[config.mk]
export PLATFORM = sky130hd
export DESIGN_NAME = io_port_watchdog_timer
export DESIGN_NICKNAME = d
export VERILOG_FILES = /design/src/logic/io_wdt_pkg.sv /design/src/logic/io_wdt_tick_if.sv /design/src/logic/io_port_watchdog_timer.sv /design/src/logic/io_wdt_tick_div.sv
export SDC_FILE = /design/constraint.sdc
export NUM_CORES = 1
export LEC_CHECK = 0
export ABC_AREA = 1
export BUFFER_PORTS_ARGS = -buffer_cell sky130_fd_sc_hd__buf_4
export CAP_MARGIN = 20
export CORE_MARGIN = 5
export CORE_UTILIZATION = 50
export DETAILED_ROUTE_END_ITERATION = 10
export PLACE_DENSITY = 0.84
export SYNTH_ARGS = -nofsm -noshare
export SYNTH_HDL_FRONTEND = slang
export SYNTH_HIERARCHICAL = 1
export SYNTH_SLANG_ARGS = --single-unit
[constraint.sdc]
create_clock -name clk_sys_in -period 1.8 [get_ports clk_sys_in]
set_input_delay 0.54 -clock clk_sys_in [delete_from_list [all_inputs] [get_ports clk_sys_in]]
set_output_delay 0.54 -clock clk_sys_in [all_outputs]
set_load 0.05 [all_outputs]
[src/logic/io_wdt_pkg.sv]
// Purpose: Constants for the I/O port watchdog
// Assumes: 10 MHz system clock, byte-wide I/O port access
// Notes:   Tick count derives from the clock rate; reset pulse is a fixed 16 cycles
package io_wdt_pkg;
	localparam logic [15:0] WDT_PORT_ADDR    = 16'h0443;
	localparam logic [7:0]  WDT_CODE_MIN     = 8'h01;
	localparam logic [7:0]  WDT_CODE_MAX     = 8'h3E;
	localparam logic [7:0]  WDT_CODE_RESET   = 8'h00;
	localparam int          CLK_HZ           = 10000000;
	localparam int          TICK_PERIOD_S    = 1;
	localparam int          TICK_CYCLES      = CLK_HZ * TICK_PERIOD_S;
	localparam int          RESET_PULSE_CYC  = 16;
endpackage : io_wdt_pkg

[src/logic/io_wdt_tick_if.sv]
`timescale 1ns/10ps
// Purpose: Carrier between the tick divider and the watchdog core
// Assumes: Single clock domain
// Notes:   Restart re-phases the divider
interface io_wdt_tick_if;
	logic restart;
	logic tick;
	modport core (output restart, input tick);
	modport div  (input restart, output tick);
endinterface : io_wdt_tick_if

[src/logic/io_port_watchdog_timer.sv]
`timescale 1ns/10ps
// Purpose: Watchdog reached through one byte-wide I/O port
// Assumes: I/O strobes are one-cycle pulses synchronous to clk_sys_in
// Notes:   Expiry drives a reset pulse or an interrupt level
// Operation
// - On expiry without refresh, reset the CPU or raise an interrupt.
// - A write to the watchdog port starts it with the written interval.
// - Codes 01h to 3Eh give one to sixty-two seconds.
// - Rewriting the port restarts the full timeout.
// - A read of the port stops the watchdog.
module io_port_watchdog_timer
	import io_wdt_pkg::*;
#(
	parameter int TICK_DIV = TICK_CYCLES,
	parameter int RST_CYC  = RESET_PULSE_CYC
) (
	input  wire logic        clk_sys_in,
	input  wire logic        resetn_in,
	input  wire logic [15:0] io_addr_in,
	input  wire logic        io_wr_in,
	input  wire logic        io_rd_in,
	input  wire logic [7:0]  io_wdata_in,
	input  wire logic        expiry_irq_sel_in,
	output logic      [7:0]  io_rdata_out,
	output logic             io_sel_out,
	output logic             cpu_reset_out,
	output logic             irq_out,
	output logic             running_out
);
	typedef enum logic [1:0] {
		ST_OFF  = 2'b00,
		ST_RUN  = 2'b01,
		ST_FIRE = 2'b10
	} wdt_state_t;

	////////////////////////////////////////////////////////////////////
	wdt_state_t  state_r;
	wdt_state_t  state_nxt;
	logic [7:0]  interval_r;
	logic [7:0]  interval_nxt;
	logic [7:0]  remain_r;
	logic [7:0]  remain_nxt;
	logic [7:0]  pulse_r;
	logic [7:0]  pulse_nxt;
	logic        irq_r;
	logic        irq_nxt;
	logic        rst_r;
	logic        rst_nxt;
	logic [7:0]  rdata_r;
	logic [7:0]  rdata_nxt;
	logic [7:0]  rst_len_r;
	logic [7:0]  rst_len_nxt;
	logic        hit;
	logic        wr_hit;
	logic        rd_hit;
	logic        code_ok;

	io_wdt_tick_if tk();

	io_wdt_tick_div #(
		.DIV_CYCLES (TICK_DIV)
	) u_div (
		.clk_sys_in (clk_sys_in),
		.resetn_in  (resetn_in),
		.tk         (tk)
	);

	assign hit     = (io_addr_in == WDT_PORT_ADDR);
	assign wr_hit  = hit && io_wr_in;
	assign rd_hit  = hit && io_rd_in;
	// Out-of-range codes are ignored rather than guessed at
	assign code_ok = (io_wdata_in >= WDT_CODE_MIN) && (io_wdata_in <= WDT_CODE_MAX);
	assign tk.restart = wr_hit && code_ok;

	////////////////////////////////////////////////////////////////////
	always_comb begin
		state_nxt    = state_r;
		interval_nxt = interval_r;
		remain_nxt   = remain_r;
		pulse_nxt    = pulse_r;
		irq_nxt      = irq_r;
		rst_nxt      = rst_r;
		rdata_nxt    = rd_hit ? interval_r : rdata_r;
		if (rd_hit) begin
			// Read wins over a same-cycle write: disabling is the safe side
			state_nxt = ST_OFF;
			irq_nxt   = 1'b0;
			rst_nxt   = 1'b0;
			pulse_nxt = 8'h00;
		end else if (wr_hit && code_ok) begin
			interval_nxt = io_wdata_in;
			remain_nxt   = io_wdata_in;
			state_nxt    = ST_RUN;
			irq_nxt      = 1'b0;
			// Refresh cuts a reset pulse short rather than leaving it stuck high
			rst_nxt      = 1'b0;
			pulse_nxt    = 8'h00;
		end else begin
			unique case (state_r)
				ST_OFF: begin
				end
				ST_RUN: begin
					if (tk.tick) begin
						if (remain_r == 8'h01) begin
							state_nxt = ST_FIRE;
							if (expiry_irq_sel_in) begin
								irq_nxt = 1'b1;
							end else begin
								rst_nxt   = 1'b1;
								pulse_nxt = 8'(RST_CYC - 1);
							end
						end else begin
							remain_nxt = remain_r - 8'h01;
						end
					end
				end
				ST_FIRE: begin
					// Interrupt holds until the next in-range write or a read
					if (rst_r) begin
						if (pulse_r == 8'h00) begin
							rst_nxt   = 1'b0;
							state_nxt = ST_OFF;
						end else begin
							pulse_nxt = pulse_r - 8'h01;
						end
					end
				end
				default: state_nxt = ST_OFF;
			endcase
		end
	end

	always_ff @(posedge clk_sys_in or negedge resetn_in) begin
		if (!resetn_in) begin
			state_r    <= ST_OFF;
			interval_r <= WDT_CODE_RESET;
			remain_r   <= WDT_CODE_RESET;
			pulse_r    <= 8'h00;
			irq_r      <= 1'b0;
			rst_r      <= 1'b0;
			rdata_r    <= 8'h00;
		end else begin
			state_r    <= state_nxt;
			interval_r <= interval_nxt;
			remain_r   <= remain_nxt;
			pulse_r    <= pulse_nxt;
			irq_r      <= irq_nxt;
			rst_r      <= rst_nxt;
			rdata_r    <= rdata_nxt;
		end
	end

	assign io_rdata_out  = rdata_r;
	assign io_sel_out    = hit && (io_wr_in || io_rd_in);
	assign cpu_reset_out = rst_r;
	assign irq_out       = irq_r;
	assign running_out   = (state_r == ST_RUN);

	////////////////////////////////////////////////////////////////////
	// Pulse length count for the checks only; nothing else reads it
	always_comb begin
		rst_len_nxt = rst_r ? rst_len_r + 8'h01 : 8'h00;
	end

	always_ff @(posedge clk_sys_in or negedge resetn_in) begin
		if (!resetn_in) begin
			rst_len_r <= 8'h00;
		end else begin
			rst_len_r <= rst_len_nxt;
		end
	end
endmodule : io_port_watchdog_timer

[src/logic/io_wdt_tick_div.sv]
`timescale 1ns/10ps
// Purpose: One-second enable pulse from the system clock
// Assumes: Restart is a one-cycle pulse
// Notes:   Restart clears phase so a full second follows a write
module io_wdt_tick_div
	import io_wdt_pkg::*;
#(
	parameter int DIV_CYCLES = TICK_CYCLES
) (
	input  wire logic   clk_sys_in,
	input  wire logic   resetn_in,
	io_wdt_tick_if.div  tk
);
	logic [31:0] cnt_r;
	logic [31:0] cnt_nxt;
	logic        tick_nxt;
	logic        tick_r;

	always_comb begin
		tick_nxt = 1'b0;
		if (tk.restart) begin
			cnt_nxt = 32'h00000000;
		end else if (cnt_r == 32'(DIV_CYCLES - 1)) begin
			cnt_nxt  = 32'h00000000;
			tick_nxt = 1'b1;
		end else begin
			cnt_nxt = cnt_r + 32'h00000001;
		end
	end

	always_ff @(posedge clk_sys_in or negedge resetn_in) begin
		if (!resetn_in) begin
			cnt_r  <= 32'h00000000;
			tick_r <= 1'b0;
		end else begin
			cnt_r  <= cnt_nxt;
			tick_r <= tick_nxt;
		end
	end

	assign tk.tick = tick_r;
endmodule : io_wdt_tick_div

**Yosys cells after proc, flatten, opt, wreduce, memory -nomap -nowiden**

Index checks and enable logic that the tools add are counted.

- Bits of input ports: 29
- Output and inout port bits: 12
- Logic and storage cells: 86
- Register bits: 69

- $add $sub $neg: 3
- Reduce and logical (&&, ||, !) cells: 21
- Mux-type cells: 37
- Bitwise operators: 1
- Eq/ne operators: 13
- $lt $le $gt $ge: 2

Operators with widths:

| cell | count |
|---|---|
| 8-bit 2-to-1 mux | 11 |
| 32-bit 2-to-1 mux | 2 |
| 32-bit by 1-bit adder with 32-bit output (second input constant) | 1 |
| 32-bit by 24-bit equality test with 1-bit output (second input constant) | 1 |
| 16-bit by 11-bit equality test with 1-bit output (second input constant) | 1 |
| 8-bit one-hot mux with 2 select lines | 1 |
| 8-bit by 1-bit subtractor with 8-bit output (second input constant) | 2 |
| 1-bit 2-to-1 mux | 15 |
| 2-bit 2-to-1 mux | 6 |
| 4-bit inequality test (second input constant) | 3 |
| 4-bit AND reduction | 3 |
| 3-bit nonzero test | 4 |
| 8-bit by 1-bit equality test with 1-bit output (second input constant) | 1 |
| 8-bit by 1-bit >= comparator with 1-bit output (second input constant) | 1 |
| 8-bit by 6-bit less-or-equal comparator with 1-bit output (second input constant) | 1 |
| 8-bit logical NOT | 1 |
| 4-bit by 1-bit inequality test with 1-bit output (second input constant) | 2 |
| 2-bit one-hot mux with 3 select lines | 1 |
| 6-bit AND reduction | 1 |
| 1-bit logical AND | 5 |
| 5-bit AND reduction | 1 |
| 4-bit by 2-bit inequality test with 1-bit output (second input constant) | 1 |
| 2-bit nonzero test | 2 |
| 4-bit nonzero test | 1 |
| 9 further kinds | 9 |

**Depth between registers and ports, before layout**

- Depth in word-level cells: 6
- Mapped depth: 11
- Mapped depth without buffers: 11

**By module**

Netlist, hierarchy kept.

By module, submodules not included:

| module | instances | seq. area each (um2) | cells each | area an instance (um2) |
|---|---|---|---|---|
| io_port_watchdog_timer | 1 | 900.9 | 314 | 2287.2 |
| io_wdt_tick_div | 1 | 825.8 | 314 | 2073.2 |

**Worst setup path before layout**

Ideal clock, no wire load.

- Kind: input to output
- Start point: in io_addr_in[9]
- End point: out io_sel_out
- Buffers on the path: 1
- Setup slack: -0.363 ns
- Stages: 6
- Arrival time: 1.623 ns
- Data required time: 1.260 ns
- Cell sequence: nor2_1 > nand3_2 > nor2_4 > nand3_2 > clkbuf_1 > nand2_1

- Word-level cells in the longest chain between the ends: 2

RTL lines:

| element | RTL line | text |
|---|---|---|
| start, declared | io_port_watchdog_timer.sv:19 | `input wire logic [15:0] io_addr_in,` |
| 16-bit by 11-bit equality test with 1-bit output | io_port_watchdog_timer.sv:68 | `assign hit = (io_addr_in == WDT_PORT_ADDR);` |
| 1-bit logical AND | io_port_watchdog_timer.sv:154 | `assign io_sel_out = hit && (io_wr_in \|\| io_rd_in);` |
| end, declared | io_port_watchdog_timer.sv:25 | `output logic io_sel_out,` |

No other way between the ends.

**Worst setup path after layout**

- Start point: in io_addr_in[3]
- End point: out io_sel_out

Same word-level chain as after synthesis.

==> reports/metrics.sh <==
STATUS='finished with violations'
VIOLATIONS='negative setup slack'
DIEWIDTH_UM=103
LEAKAGEPOWER_nW=2.76
WORST-PATH-MAX-FANOUT=2
TRITONCTS.NUM_BUFFERS=9
MAX_FREQ_MHz=530
PWR_DENS_mW_PER_MM2=574
WORST_PATH_MAX_DELAY_CELL='sky130_fd_sc_hd__nor2_4'
SYNTH.NET_COUNT=662
DRIVE_GT1_SHARE_PCT=20.8
GRT_ANTENNA_BEFORE_REPAIR=0
LAYOUT-AREA-OVERHEAD-VS-SYNTH_PCT=24.6
OVERFLOW=0
SYNTH_SEQ_AREA_SHARE_PCT=39.6
FINAL-MAX-SLEW-VIOLATION-COUNT=0
WORST_EP_ARRIVAL_TIME_PS=1350
GRT_UTIL_ALL_LAYERS_PCT=22.3
IO_BUFFER_COUNT=40
SYN_AREA_PER_CELL_UM2=6.94
DRT_ITER0_DRC=146
WORST_PATH_CELL_CHAIN='buf_8, nor2_4, nand2_2, nor2_4, nand3_4, nand2_4, buf_8'
FINAL_ANTENNA_DIODE_COUNT=0
GRT_SETUP_UNREPAIRED='yes'
CLOCK_PATH_BUFFERS=2
PERIOD_MINUS_SLACK_PS=1890
TIMING.MAX_CAP.VIOLATIONS=0
TIMING_WORST_SETUP_PATH_TYPE='in -> out'
COMBINATIONALPOWERSHARE_PCT=6.5
YS_SEQ_ELEMENTS=69
TIMING.SETUP.TNS_PS=-85.4
TIMING.FINAL.SETUP_VIOLATIONS=1
CLKLATENCYLATEPIN_PS=360
POSTCTSHOLDBUFS=0
WORSTHOLDPATHTYPE='in -> async'
DESIGN.CORE.AREA_MM2=0.00859
CTS_ROOT_BUF='sky130_fd_sc_hd__clkbuf_8'
FINALHOLDVIOLATIONS=0
PWR-SHARE-SEQ_PCT=50.4
MAX-SLEW-MARGIN-REL_PCT=67.4
WORST_HOLD_SLACK_PS=137
STARTING_DENSITY_OF_THE_CORE_PCT=50.7
DIE_AREA_MM2=0.0107
SYN_AREA_MM2=0.00436
TOP_LEVEL_PORTS=41
VIAS_PER_INST=5.10
DP_CELLS=803
CLOCK-SINKS=69
FIRST_PASS_ITERS=5
SWITCHING_COMPONENT_OF_THE_POWER_mW=0.805
DETAIL_ROUTE.WIRELENGTH_UM=11400
FINAL_NET_COUNT=749
TYPE_OF_ORIGIN_OF_THE_CRITICAL_PATH='input port'
HTREEDEPTH=3
GRT_PASS1_VIAS=4246
DRT.ANTENNA.VIOLATING_NETS=0
TIMING.CLOCK.SKEW_PS=9.73
FINALWORSTSETUPSLACK_PS=-85.4
DR_DRC_COUNT=0
PERIOD_SHARE_PCT=105
PLACE_CONGESTION=0.980
NETLIST_INSTANCES=628
CRIT_PATH_MAX_INCR_DELAY_PS=180
SYNTH_WARNINGS=6
HPWLAFTERDP_UM=8300
GRT_PASS1_WL_UM=18800
VDD_DROP_MAX_mV=0.399
CLK_TRANSITION_REPORTED_PATHS_PS=80
FINAL.FILL_COUNT=741
LARGEST_NET_DEGREE_AT_THE_START_OF_GLOBAL_ROUTING=37
FINAL-INSTANCE-COUNT-EXCL-FILL=828
VIAS_POST_DR=4224
SETUP.WORST_PATH.END_CLASS='output pin'
CRITICAL_PATH_REQUIRED_PS=1260
SWSHARE_PCT=25.8
FP.DIEH_UM=103
CELLINTERNALPOWER_mW=2.31
CTS_TREE='built'
POWER.CLOCK.FRACTION_PCT=43.0
SYNTH_CELL_TYPE_COUNT=29
DRT-WIRELENGTH-PER-CELL_UM=13.7
TIMING_WORST_SLEW_PIN_VALUE_PS=489
NUM_ROWS=34
repair_timing:
item,in CTS,in global routing
pin swaps,10,9
gates resized for setup,17,13
setup endpoints to repair,1,11
buffers inserted,4,5
cell usage after synthesis (all sizes together):
library cell    n  area (um2)
nand4          10        62.6
inv            78         293
nor3           12        60.1
ha              5        62.6
buf             2        26.3
nand3          49         308
nand3b          2        15.0
nand2         216         843
a21o            1        7.51
a31oi           1        6.26
clkbuf          3        11.3
a21oi           6        30.0
dfrtp          69        1730
nor2          132         612
o21ai          24         139
xnor2           6        52.6
xor2           12         105
layout make-up:
| cell class | count | area (um2) | share of cell area, % |
|---|---|---|---|
| clock buffer | 9 | 124 | 2.28 |
| clock inverter | 7 | 82.6 | 1.52 |
| inverter | 78 | 293 | 5.39 |
| multi-input combinational | 476 | 2390 | 44.0 |
| sequential | 69 | 1730 | 31.8 |
| tap | 108 | 135 | 2.49 |
| timing repair buffer | 81 | 683 | 12.6 |
path summary, 6_finish.rpt:
kind	from	to	slack, ps	cells after the start
worst max-delay path	io_addr_in[3]	io_sel_out	-90	7
worst min register to register	interval_r[4]	io_rdata_out[4]	470	2
max in group asynchronous	resetn_in	u_div/cnt_r[24]	1140	2
min in group clk_sys_in	io_wdata_in[4]	interval_r[4]	420	3
worst max register to register	u_div/cnt_r[0]	u_div/cnt_r[16]	140	7
worst min-delay path	resetn_in	io_rdata_out[0]	140	1
cells by family after synthesis:
family                   Yosys count  synth area share (%)
flip-flops                        69                  39.6
buffers and inverters             83                  7.58
adder cells (fa/ha/maj)            5                  1.43
XOR/XNOR                          18                  3.62
AND/OR/NAND/NOR                  421                  43.6
AO/OA/AOI/OAI                     32                  4.19
critical path: cells and delay by family:
family,cells,cell delay (ps)
AND/OR/NAND/NOR,5,560
buffers and inverters,2,240
placed cells by master (no fill, tap or decap), types with 6 or more instances in the layout:
cell / synthesis / layout
sky130_fd_sc_hd__nor3_1: 12 / 11
sky130_fd_sc_hd__o21ai_0: 20 / 20
sky130_fd_sc_hd__nand3_1: 41 / 40
sky130_fd_sc_hd__dfrtp_1: 69 / 69
sky130_fd_sc_hd__nor2_4: 11 / 18
sky130_fd_sc_hd__buf_6: 1 / 6
sky130_fd_sc_hd__nand4_1: 10 / 10
sky130_fd_sc_hd__nor2_1: 113 / 108
sky130_fd_sc_hd__xnor2_1: 6 / 6
sky130_fd_sc_hd__xor2_1: 12 / 12
sky130_fd_sc_hd__a21oi_1: 6 / 6
sky130_fd_sc_hd__clkbuf_8: 0 / 9
sky130_fd_sc_hd__buf_4: 0 / 70
sky130_fd_sc_hd__nand2_1: 207 / 202
sky130_fd_sc_hd__inv_1: 77 / 76
sky130_fd_sc_hd__nand2_2: 7 / 10
registers in the layout, indices dropped and copies added, names as in the netlist:
signal	count
u_div/tk.tick	1
pulse_r	8
state_r	2
irq_out	1
cpu_reset_out	1
interval_r	8
io_rdata_out	8
u_div/cnt_r	32
remain_r	8
stage by stage:
step	total power, mW	cell area [um2]	util (%)	setup WS, ps
after floorplan	1.65	4370	-	-131
after global placement	1.77	5050	58.7	-161
after detailed placement	1.78	5050	58.7	-252
after CTS	3.13	5350	62.2	-69.2
after global routing	3.24	5440	63.2	-126
final	3.12	5440	63.2	-85.4
layer usage:
layer | global-route usage [%] | wire length (um) | vias to the layer above
met1 | 25.2 | 4670 | 1975
li1 | - | - | 2115
met3 | 4.56 | 624 | 22
met4 | 10.1 | 248 | 0
met5 | 0 | 0 | -
met2 | 40.1 | 5840 | 112
power groups by stage:
stage	Combinational [mW]	Sequential [mW]	Clock [mW]
2_1_floorplan	0.0541	1.60	0
3_3_place_gp	0.168	1.60	0
3_5_place_dp	0.175	1.60	0
4_1_cts	0.193	1.57	1.36
5_1_grt	0.224	1.57	1.44
6_report	0.204	1.57	1.34
Power figures use the tool's default switching activity.
